### config.mk
export PLATFORM = sky130hd
export DESIGN_NAME = dee_ctrl
export DESIGN_NICKNAME = d
export VERILOG_FILES = /design/src/common/dee_pkg.sv /design/src/logic/dee_array.sv /design/src/logic/dee_ctrl.sv
export VERILOG_INCLUDE_DIRS = /design/src /design/src/common
export SDC_FILE = /design/constraint.sdc
export NUM_CORES = 2
export LEC_CHECK = 0
export BUFFER_PORTS_ARGS = -buffer_cell sky130_fd_sc_hd__buf_4
export CAP_MARGIN = 10
export CORE_ASPECT_RATIO = 2
export CORE_UTILIZATION = 57
export CTS_CLUSTER_DIAMETER = 200
export DETAILED_ROUTE_END_ITERATION = 7
export GPL_TIMING_DRIVEN = 0
export HOLD_SLACK_MARGIN = 0.02
export PLACE_DENSITY = 0.76
export SETUP_SLACK_MARGIN = 0.4
export SLEW_MARGIN = 20
export SYNTH_ARGS = -nofsm -noshare
export SYNTH_HDL_FRONTEND = slang
export SYNTH_HIERARCHICAL = 1
export SYNTH_SLANG_ARGS = --single-unit
### constraint.sdc
create_clock -name aclk -period 4.05 [get_ports aclk]
set_clock_uncertainty 0.15 [all_clocks]
set_input_delay 0.81 -clock aclk [delete_from_list [all_inputs] [get_ports aclk]]
set_output_delay 0.81 -clock aclk [all_outputs]
set_load 0.005 [all_outputs]
### src/common/dee_cfg.svh
// How it works
// Reset during write sets write error flag
// Control bit 2 enables array writes
// Bit 1 starts write, hardware clears
// Bit 0 starts one-cycle read, self-clears
// CPU loads address before setting read
// Read byte lands in data register next
// Data register holds until read or write
// CPU loads address and data before writing
// Write needs 55h, AAh, then start
// Mistimed unlock sequence refuses the write
// CPU should mask interrupts during unlock
// Write start needs write enable set
// Enable never hardware-cleared, no abort
// Software keeps write enable normally clear
// Completion clears start, sets complete flag
// Complete flag sticky until software clears
// Power-up clears enable, timer blocks writes
// Code protect leaves CPU access intact
// Unlock port stores nothing
// Counted write duration, reset abort flags
// Interrupt needs flag and enable both
`ifndef DEE_CFG_SVH
`define DEE_CFG_SVH

// ==========================
// Register byte offsets
`define DEE_OFS_GIC 8'h00
`define DEE_OFS_FLG 8'h04
`define DEE_OFS_ENA 8'h08
`define DEE_OFS_DAT 8'h0C
`define DEE_OFS_ADR 8'h10
`define DEE_OFS_CON 8'h14
`define DEE_OFS_KEY 8'h18
`define DEE_OFS_CFG 8'h1C

// ==========================
// Field positions
`define DEE_CON_RD 0
`define DEE_CON_WR 1
`define DEE_CON_WRITE_ENABLE_BIT 2
`define DEE_CON_ERR 3
`define DEE_FLG_DONE 7
`define DEE_ENA_DONE 7

// ==========================
// Values
`define DEE_RST_BYTE 8'h00
`define DEE_KEY_FIRST 8'h55
`define DEE_KEY_SECOND 8'hAA
`define DEE_RESP_OKAY 2'b00
`define DEE_RESP_SLVERR 2'b10

// ==========================
// Timing
`define DEE_CLK_MHZ 125
`define DEE_PWRT_MS 64
`define DEE_PWRT_CYCLES (`DEE_PWRT_MS * `DEE_CLK_MHZ * 1000)
`define DEE_WRITE_CYCLES 16
`define DEE_KEY_WINDOW 16
`define DEE_CNT_W 24

`endif

### src/common/dee_pkg.sv
`include "dee_cfg.svh"

package dee_pkg;

   typedef enum logic [1:0] {DEE_LK_IDLE, DEE_LK_KEY1, DEE_LK_KEY2} dee_lock_t;

   // Non-power-on reset sources that abort a write
   typedef struct packed {
      logic master_clear_reset;
      logic watchdog_reset;
      logic brownout_reset;
   } dee_rst_src_t;

   typedef struct packed {
      logic aw_got;
      logic [7:0] aw_addr;
      logic w_got;
      logic [7:0] w_byte;
      logic w_lane;
      logic bvalid;
      logic [1:0] bresp;
      logic rvalid;
      logic [7:0] rbyte;
      logic [1:0] rresp;
      logic [7:0] gic;
      logic done_flag;
      logic done_en;
      logic [7:0] data;
      logic [7:0] addr;
      logic err;
      logic write_enable_bit;
      logic wr;
      logic rd;
      dee_lock_t lock;
      logic [`DEE_CNT_W-1:0] lock_cnt;
      logic [`DEE_CNT_W-1:0] wcnt;
      logic [7:0] w_addr;
      logic [7:0] w_data;
      logic [`DEE_CNT_W-1:0] pwrt_cnt;
      logic pwrt_done;
   } dee_state_t;

endpackage

### src/logic/dee_array.sv
`timescale 1ns/100ps
`default_nettype none

// Byte array: combinational read, one write port
module dee_array #(
   parameter int DEPTH = 256,
   parameter int AW = 8
) (
   input wire logic aclk,
   input wire logic we,
   input wire logic [AW-1:0] waddr,
   input wire logic [7:0] wdata,
   input wire logic [AW-1:0] raddr,
   output logic [7:0] rdata
);

   logic [7:0] mem [DEPTH];

   // Contents are not reset; nonvolatile cells keep data
   always_ff @(posedge aclk)
   begin
      if (we)
      begin
         mem[waddr] <= wdata;
      end
   end

   assign rdata = mem[raddr];

endmodule

`default_nettype wire

### src/logic/dee_ctrl.sv
`timescale 1ns/100ps
`default_nettype none
`include "dee_cfg.svh"

module dee_ctrl #(
   parameter int PWRT_CYCLES = `DEE_PWRT_CYCLES,
   parameter int WRITE_CYCLES = `DEE_WRITE_CYCLES,
   parameter int KEY_WINDOW = `DEE_KEY_WINDOW
) (
   input wire logic aclk,
   input wire logic aresetn,
   input wire logic awvalid,
   output logic awready,
   input wire logic [7:0] awaddr,
   input wire logic [2:0] awprot,
   input wire logic wvalid,
   output logic wready,
   input wire logic [31:0] wdata,
   input wire logic [3:0] wstrb,
   output logic bvalid,
   input wire logic bready,
   output logic [1:0] bresp,
   input wire logic arvalid,
   output logic arready,
   input wire logic [7:0] araddr,
   input wire logic [2:0] arprot,
   output logic rvalid,
   input wire logic rready,
   output logic [31:0] rdata,
   output logic [1:0] rresp,
   input wire dee_pkg::dee_rst_src_t rst_src,
   input wire logic data_code_protect_bit,
   output logic irq
);

   // ==========================
   // State and array
   dee_pkg::dee_state_t s_reg;
   dee_pkg::dee_state_t s_next;
   logic mem_we;
   logic [7:0] mem_q;
   logic abort_req;
   logic [7:0] rd_val;
   logic unused_prot;

   assign unused_prot = ^{awprot, arprot, wdata[31:8], wstrb[3:1]};

   dee_array #(
      .DEPTH(256),
      .AW(8)
   ) u_array (
      .aclk(aclk),
      .we(mem_we),
      .waddr(s_reg.w_addr),
      .wdata(s_reg.w_data),
      .raddr(s_reg.addr),
      .rdata(mem_q)
   );

   // ==========================
   // Address decode
   function automatic logic dee_mapped(input logic [7:0] a);
      case (a)
         `DEE_OFS_GIC, `DEE_OFS_FLG, `DEE_OFS_ENA, `DEE_OFS_DAT,
         `DEE_OFS_ADR, `DEE_OFS_CON, `DEE_OFS_KEY, `DEE_OFS_CFG:
            dee_mapped = 1'b1;
         default:
            dee_mapped = 1'b0;
      endcase
   endfunction

   function automatic logic [`DEE_CNT_W-1:0] dee_last(input int n);
      dee_last = `DEE_CNT_W'(n - 1);
   endfunction

   assign abort_req = rst_src.master_clear_reset | rst_src.watchdog_reset | rst_src.brownout_reset;

   // ==========================
   // Read mux
   always_comb
   begin
      rd_val = `DEE_RST_BYTE;
      case (araddr)
         `DEE_OFS_GIC:
            rd_val = s_reg.gic;
         `DEE_OFS_FLG:
            rd_val[`DEE_FLG_DONE] = s_reg.done_flag;
         `DEE_OFS_ENA:
            rd_val[`DEE_ENA_DONE] = s_reg.done_en;
         `DEE_OFS_DAT:
            rd_val = s_reg.data;
         `DEE_OFS_ADR:
            rd_val = s_reg.addr;
         `DEE_OFS_CON:
         begin
            rd_val[`DEE_CON_ERR] = s_reg.err;
            rd_val[`DEE_CON_WRITE_ENABLE_BIT] = s_reg.write_enable_bit;
            rd_val[`DEE_CON_WR] = s_reg.wr;
            rd_val[`DEE_CON_RD] = s_reg.rd;
         end
         // Unlock port reads as zero
         `DEE_OFS_KEY:
            rd_val = `DEE_RST_BYTE;
         // Protection is visible only; access stays open
         `DEE_OFS_CFG:
            rd_val[0] = data_code_protect_bit;
         default:
            rd_val = `DEE_RST_BYTE;
      endcase
   end

   // ==========================
   // Next state
   always_comb
   begin
      s_next = s_reg;
      mem_we = 1'b0;
      s_next.rd = 1'b0;

      // Power-up timer
      if (!s_reg.pwrt_done)
      begin
         s_next.pwrt_cnt = s_reg.pwrt_cnt + `DEE_CNT_W'(1);
         if (s_reg.pwrt_cnt == dee_last(PWRT_CYCLES))
         begin
            s_next.pwrt_done = 1'b1;
         end
      end

      // Unlock window; a late step drops the sequence
      if (s_reg.lock != dee_pkg::DEE_LK_IDLE)
      begin
         s_next.lock_cnt = s_reg.lock_cnt + `DEE_CNT_W'(1);
         if (s_reg.lock_cnt == dee_last(KEY_WINDOW))
         begin
            s_next.lock = dee_pkg::DEE_LK_IDLE;
         end
      end

      // Bus channels
      if (awvalid && !s_reg.aw_got && !s_reg.bvalid)
      begin
         s_next.aw_got = 1'b1;
         s_next.aw_addr = awaddr;
      end
      if (wvalid && !s_reg.w_got && !s_reg.bvalid)
      begin
         s_next.w_got = 1'b1;
         s_next.w_byte = wdata[7:0];
         s_next.w_lane = wstrb[0];
      end
      if (s_reg.bvalid && bready)
      begin
         s_next.bvalid = 1'b0;
      end
      if (arvalid && !s_reg.rvalid)
      begin
         s_next.rvalid = 1'b1;
         s_next.rbyte = rd_val;
         s_next.rresp = dee_mapped(araddr) ? `DEE_RESP_OKAY : `DEE_RESP_SLVERR;
      end
      else if (s_reg.rvalid && rready)
      begin
         s_next.rvalid = 1'b0;
      end

      // Register write, one cycle after both halves arrive
      if (s_reg.aw_got && s_reg.w_got && !s_reg.bvalid)
      begin
         s_next.aw_got = 1'b0;
         s_next.w_got = 1'b0;
         s_next.bvalid = 1'b1;
         s_next.bresp = dee_mapped(s_reg.aw_addr) ? `DEE_RESP_OKAY : `DEE_RESP_SLVERR;
         if (s_reg.w_lane && dee_mapped(s_reg.aw_addr))
         begin
            // Any strobed write to a mapped register other than the next key step breaks the sequence
            if (s_reg.aw_addr != `DEE_OFS_KEY)
            begin
               s_next.lock = dee_pkg::DEE_LK_IDLE;
            end
            case (s_reg.aw_addr)
               `DEE_OFS_GIC:
                  s_next.gic = s_reg.w_byte;
               `DEE_OFS_FLG:
                  s_next.done_flag = s_reg.w_byte[`DEE_FLG_DONE];
               `DEE_OFS_ENA:
                  s_next.done_en = s_reg.w_byte[`DEE_ENA_DONE];
               `DEE_OFS_DAT:
                  s_next.data = s_reg.w_byte;
               `DEE_OFS_ADR:
                  s_next.addr = s_reg.w_byte;
               `DEE_OFS_CON:
               begin
                  s_next.err = s_reg.w_byte[`DEE_CON_ERR];
                  // Software clearing enable leaves a running write alone
                  s_next.write_enable_bit = s_reg.w_byte[`DEE_CON_WRITE_ENABLE_BIT];
                  if (s_reg.w_byte[`DEE_CON_RD])
                  begin
                     s_next.rd = 1'b1;
                     s_next.data = mem_q;
                  end
                  // Start only with enable already set, full unlock, timer expired
                  if (s_reg.w_byte[`DEE_CON_WR] && !s_reg.wr && s_reg.write_enable_bit &&
                      s_reg.lock == dee_pkg::DEE_LK_KEY2 && s_reg.pwrt_done)
                  begin
                     s_next.wr = 1'b1;
                     s_next.wcnt = '0;
                     s_next.w_addr = s_reg.addr;
                     s_next.w_data = s_reg.data;
                  end
               end
               // Key port only steers the sequence detector
               `DEE_OFS_KEY:
               begin
                  s_next.lock_cnt = '0;
                  if (s_reg.w_byte == `DEE_KEY_FIRST)
                  begin
                     s_next.lock = dee_pkg::DEE_LK_KEY1;
                  end
                  else if (s_reg.w_byte == `DEE_KEY_SECOND && s_reg.lock == dee_pkg::DEE_LK_KEY1)
                  begin
                     s_next.lock = dee_pkg::DEE_LK_KEY2;
                  end
                  else
                  begin
                     s_next.lock = dee_pkg::DEE_LK_IDLE;
                  end
               end
               default:
                  s_next.lock = dee_pkg::DEE_LK_IDLE;
            endcase
         end
      end

      // Write cycle; hardware events come last so they beat software writes
      if (s_reg.wr)
      begin
         s_next.wcnt = s_reg.wcnt + `DEE_CNT_W'(1);
         if (abort_req)
         begin
            s_next.wr = 1'b0;
            s_next.err = 1'b1;
         end
         else if (s_reg.wcnt == dee_last(WRITE_CYCLES))
         begin
            mem_we = 1'b1;
            s_next.wr = 1'b0;
            s_next.done_flag = 1'b1;
            s_next.err = 1'b0;
         end
      end
   end

   // ==========================
   // State register
   always_ff @(posedge aclk)
   begin
      if (!aresetn)
      begin
         s_reg <= '0;
         s_reg.lock <= dee_pkg::DEE_LK_IDLE;
         s_reg.write_enable_bit <= 1'b0;
         s_reg.pwrt_done <= 1'b0;
      end
      else
      begin
         s_reg <= s_next;
      end
   end

   // ==========================
   // Outputs
   assign awready = !s_reg.aw_got && !s_reg.bvalid;
   assign wready = !s_reg.w_got && !s_reg.bvalid;
   assign arready = !s_reg.rvalid;
   assign bvalid = s_reg.bvalid;
   assign bresp = s_reg.bresp;
   assign rvalid = s_reg.rvalid;
   assign rdata = {24'h000000, s_reg.rbyte};
   assign rresp = s_reg.rresp;
   assign irq = s_reg.done_flag & s_reg.done_en;

endmodule

`default_nettype wire

==> impl_metrics.ini <==
[outcome]
status = finished, violations left
violations = design-rule violations, negative setup slack

[finish]
fill_cells = 9095
multi_input_area_mm2 = 0.0234
fin_nets = 5128
syn_to_final_growth_pct = 17.0
largest_register_ff_count = 2048
area.sequential_mm2 = 0.0646
layout-drive-gt1-share_pct = 31.5
fin_area_mm2 = 0.102

[routing]
drt-met1-wl_mm = 77.8
wl_per_cell_um = 41.7
vias_per_cell = 7.23
drc_errors = 1
first_iter_violations = 7760
wl_met2_mm = 144
first_pass_iters = 8
dr_wl_met3_mm = 36.6
dr.max_layer_used = met5
wirelength_mm = 298
antenna_left = 0
num_vias = 51600

[sta]
slew_violations = 0
post-route-period-util_pct = 106
max-slew-margin-rel_pct = 16.3
worst_hold_slack_ns = 0.0964
rsz0062_at_grt = true
setup_viol = 4
setup_ws_ns = -0.245
fin_crit_ns = 4.30
hold_viol_final = 0
max_freq_mhz = 233
worst_pin_slew_ns = 1.25

[critical_path]
worstSetupEndpointType = flop
crit_buf_inv = 4
endpoint = s_reg[107]
cp_max_fo = 10
r2r_end = s_reg[107]
worst-path-stages = 12
reg2reg_depth = 12
path_cells = buf_12 > buf_16 > buf_12 > buf_12 > mux4_2 > a22oi_1 > a21oi_2 > nor4_4 > nor4_4 > nand3_1 > and4_1 > nor3_1
timing.critical_path.mode_cell = buf_12
arrival_ns = 4.80
critPathLaunchType = flop
ff2ff_setup_slack_ns = -0.25
crit_start = s_reg[95]
reg2reg_from = s_reg[95]
slowest_stage = nor4_4
cp_slowest_stage_delay_ns = 1.03
crit_family = simple AND/OR/NAND/NOR gates
required_ns = 4.55
path_class = reg2reg

[logic_synthesis]
ys_seq_area_share_pct = 74.1
yosys-top-cells-area = edfxtp_1 (71%), mux4_2 (12%), dfxtp_1 (3.5%)
ys_warn_count = 6
syn_area_per_cell_um2 = 18.8
synth_edf_count = 2048
synthCells = 4633
ys.flop_type = edfxtp_1
synth_common_cells = edfxtp_1 (2048), mux4_2 (454), nor2_1 (350)
ys_async_sr_fraction_pct = 0
synthDistinctLibCells = 98
synth_top_area_share_pct = 70.6
ys_ff_latch = 2201
synth_area_mm2 = 0.0871
yosysMostFrequentCell = edfxtp_1
synth_largest_area_cell = edfxtp_1

[die]
die_h_um = 555
fp.coreArea_mm2 = 0.152
num_rows = 202
fp.dieW_um = 278
die-area_mm2 = 0.154
start_util_pct = 57.4
num_io_pins = 111

[power]
p_leak_nw = 31.2
p_per_area_mw_per_mm2 = 414
vdd_drop_max_mv = 0.377

[clock_tree]
clkSlewWorstSetupHoldPaths_ns = 0.07
cts-root-buf = clkbuf_16
clk_path_buf_depth = 4
numCtsBuffers = 180
cts.sinks = 2201
cts_max_level = 4
tritoncts = yes
clk_latency_ns = 0.84

[global_route]
grt_pass1_wl_mm = 390
grt_max_degree = 83
grt_pass1_vias = 51200
overflow = 0
antenna_found_initial = 15
gr-usage-all-layers_pct = 37.4

[min_path]
hold_class = in2reg
min_from = awaddr[4]

[placed_design]
dp_hpwl_mm = 194
placed_area_mm2 = 0.0910
routabilityCongestion = 1.07
port_buffers = 51

[flow_run]
maxCapViolCount = 0
area by class of cell:
type / count / share of cell area, %
multi-input cells: 2124 / 22.9
clock inverters: 103 / 0.964
inverters: 9 / 0.0344
flip-flops and latches: 2201 / 63.4
plain buffers: 323 / 3.07
well taps: 1938 / 2.38
clock buffers: 217 / 4.63
repair buffers: 217 / 2.61
diodes: 6 / 0.0147
worst register-to-register path: cells and delay by family, from the launching register on:
family	cells	cell delay [ns]
AND/OR/NAND/NOR	5	1.61
buffers and inverters	4	0.84
AO/OA/AOI/OAI	2	0.53
multiplexers	1	0.56
flip-flops	1	0.44
report_power, final:
| group | internal (W) | total (W) | switching, W |
|---|---|---|---|
| Combinational | 0.0000992 | 0.000236 | 0.000137 |
| Sequential | 0.0244 | 0.0245 | 0.0000413 |
| Clock | 0.00942 | 0.0175 | 0.00805 |
| Total | 0.0340 | 0.0422 | 0.00823 |
timing repair:
item                       4_1_cts  5_1_grt
setup endpoints to repair     2056     1915
setup buffers                   40       84
cloned                           0        2
hold buffers                     1        0
hold endpoints to repair         1        0
pin swaps                       49       68
gates resized for setup        746      228
cell usage in the layout, fill, tap and decap left out, types with 28 or more instances in the layout:
cell and instances:
o21ai_0 41, clkinv_2 30, clkbuf_1 85, buf_4 208, mux2i_1 157, nand2_1 120, clkbuf_16 190, buf_6 35
a21oi_1 136, nand4_1 36, o221ai_1 34, dfxtp_1 141, mux4_2 454, nor2b_1 37, a22oi_1 105, buf_16 37
a22oi_2 28, nor2_1 125, nor2_4 152, clkinv_1 36, edfxtp_1 2048, clkbuf_2 37, nor2_2 73, a21oi_2 34
nand3_1 80, buf_12 66
stage by stage:
step                std cells  setup TNS [ns]  worst slack, ns  util [%]  total power, W
detailed placement       6686        -2099.48            -1.54      60.0          0.0252
floorplan                4658               0            0.648         -          0.0251
global placement         6647        -3457.37            -2.10      59.4          0.0252
global route             7134          -0.626           -0.196      67.2          0.0430
finish                   7138          -0.704           -0.245      67.2          0.0422
CTS                      7047               0            0.271      66.0          0.0421
worst min path at each step:
stage	end	slack (ns)	cells past startpoint
3_5_place_dp	rdata[1]	0.30	2
6_report	s_reg[149]	0.1	3
2_1_floorplan	rdata[1]	0.28	2
3_3_place_gp	rdata[2]	0.30	2
5_1_grt	s_reg[137]	0.11	3
4_1_cts	s_reg[135]	0.07	3
cells by family after synthesis:
kind of cell,share of synthesized area [%]
other,0.00431
flip-flops,74.1
AO/OA/AOI/OAI,4.54
AND/OR/NAND/NOR,5.01
adder cells (fa/ha/maj),0.0431
XOR/XNOR,0.282
buffers and inverters,2.33
multiplexers,13.7
metal layers:
| metal | global-route usage (%) | up-vias |
|---|---|---|
| met2 | 61.5 | 4445 |
| met5 | 0 | - |
| met3 | 10.8 | 1551 |
| li1 | - | 19800 |
| met4 | 40.0 | 12 |
| met1 | 35.9 | 25800 |
Power figures use the tool's default switching activity.
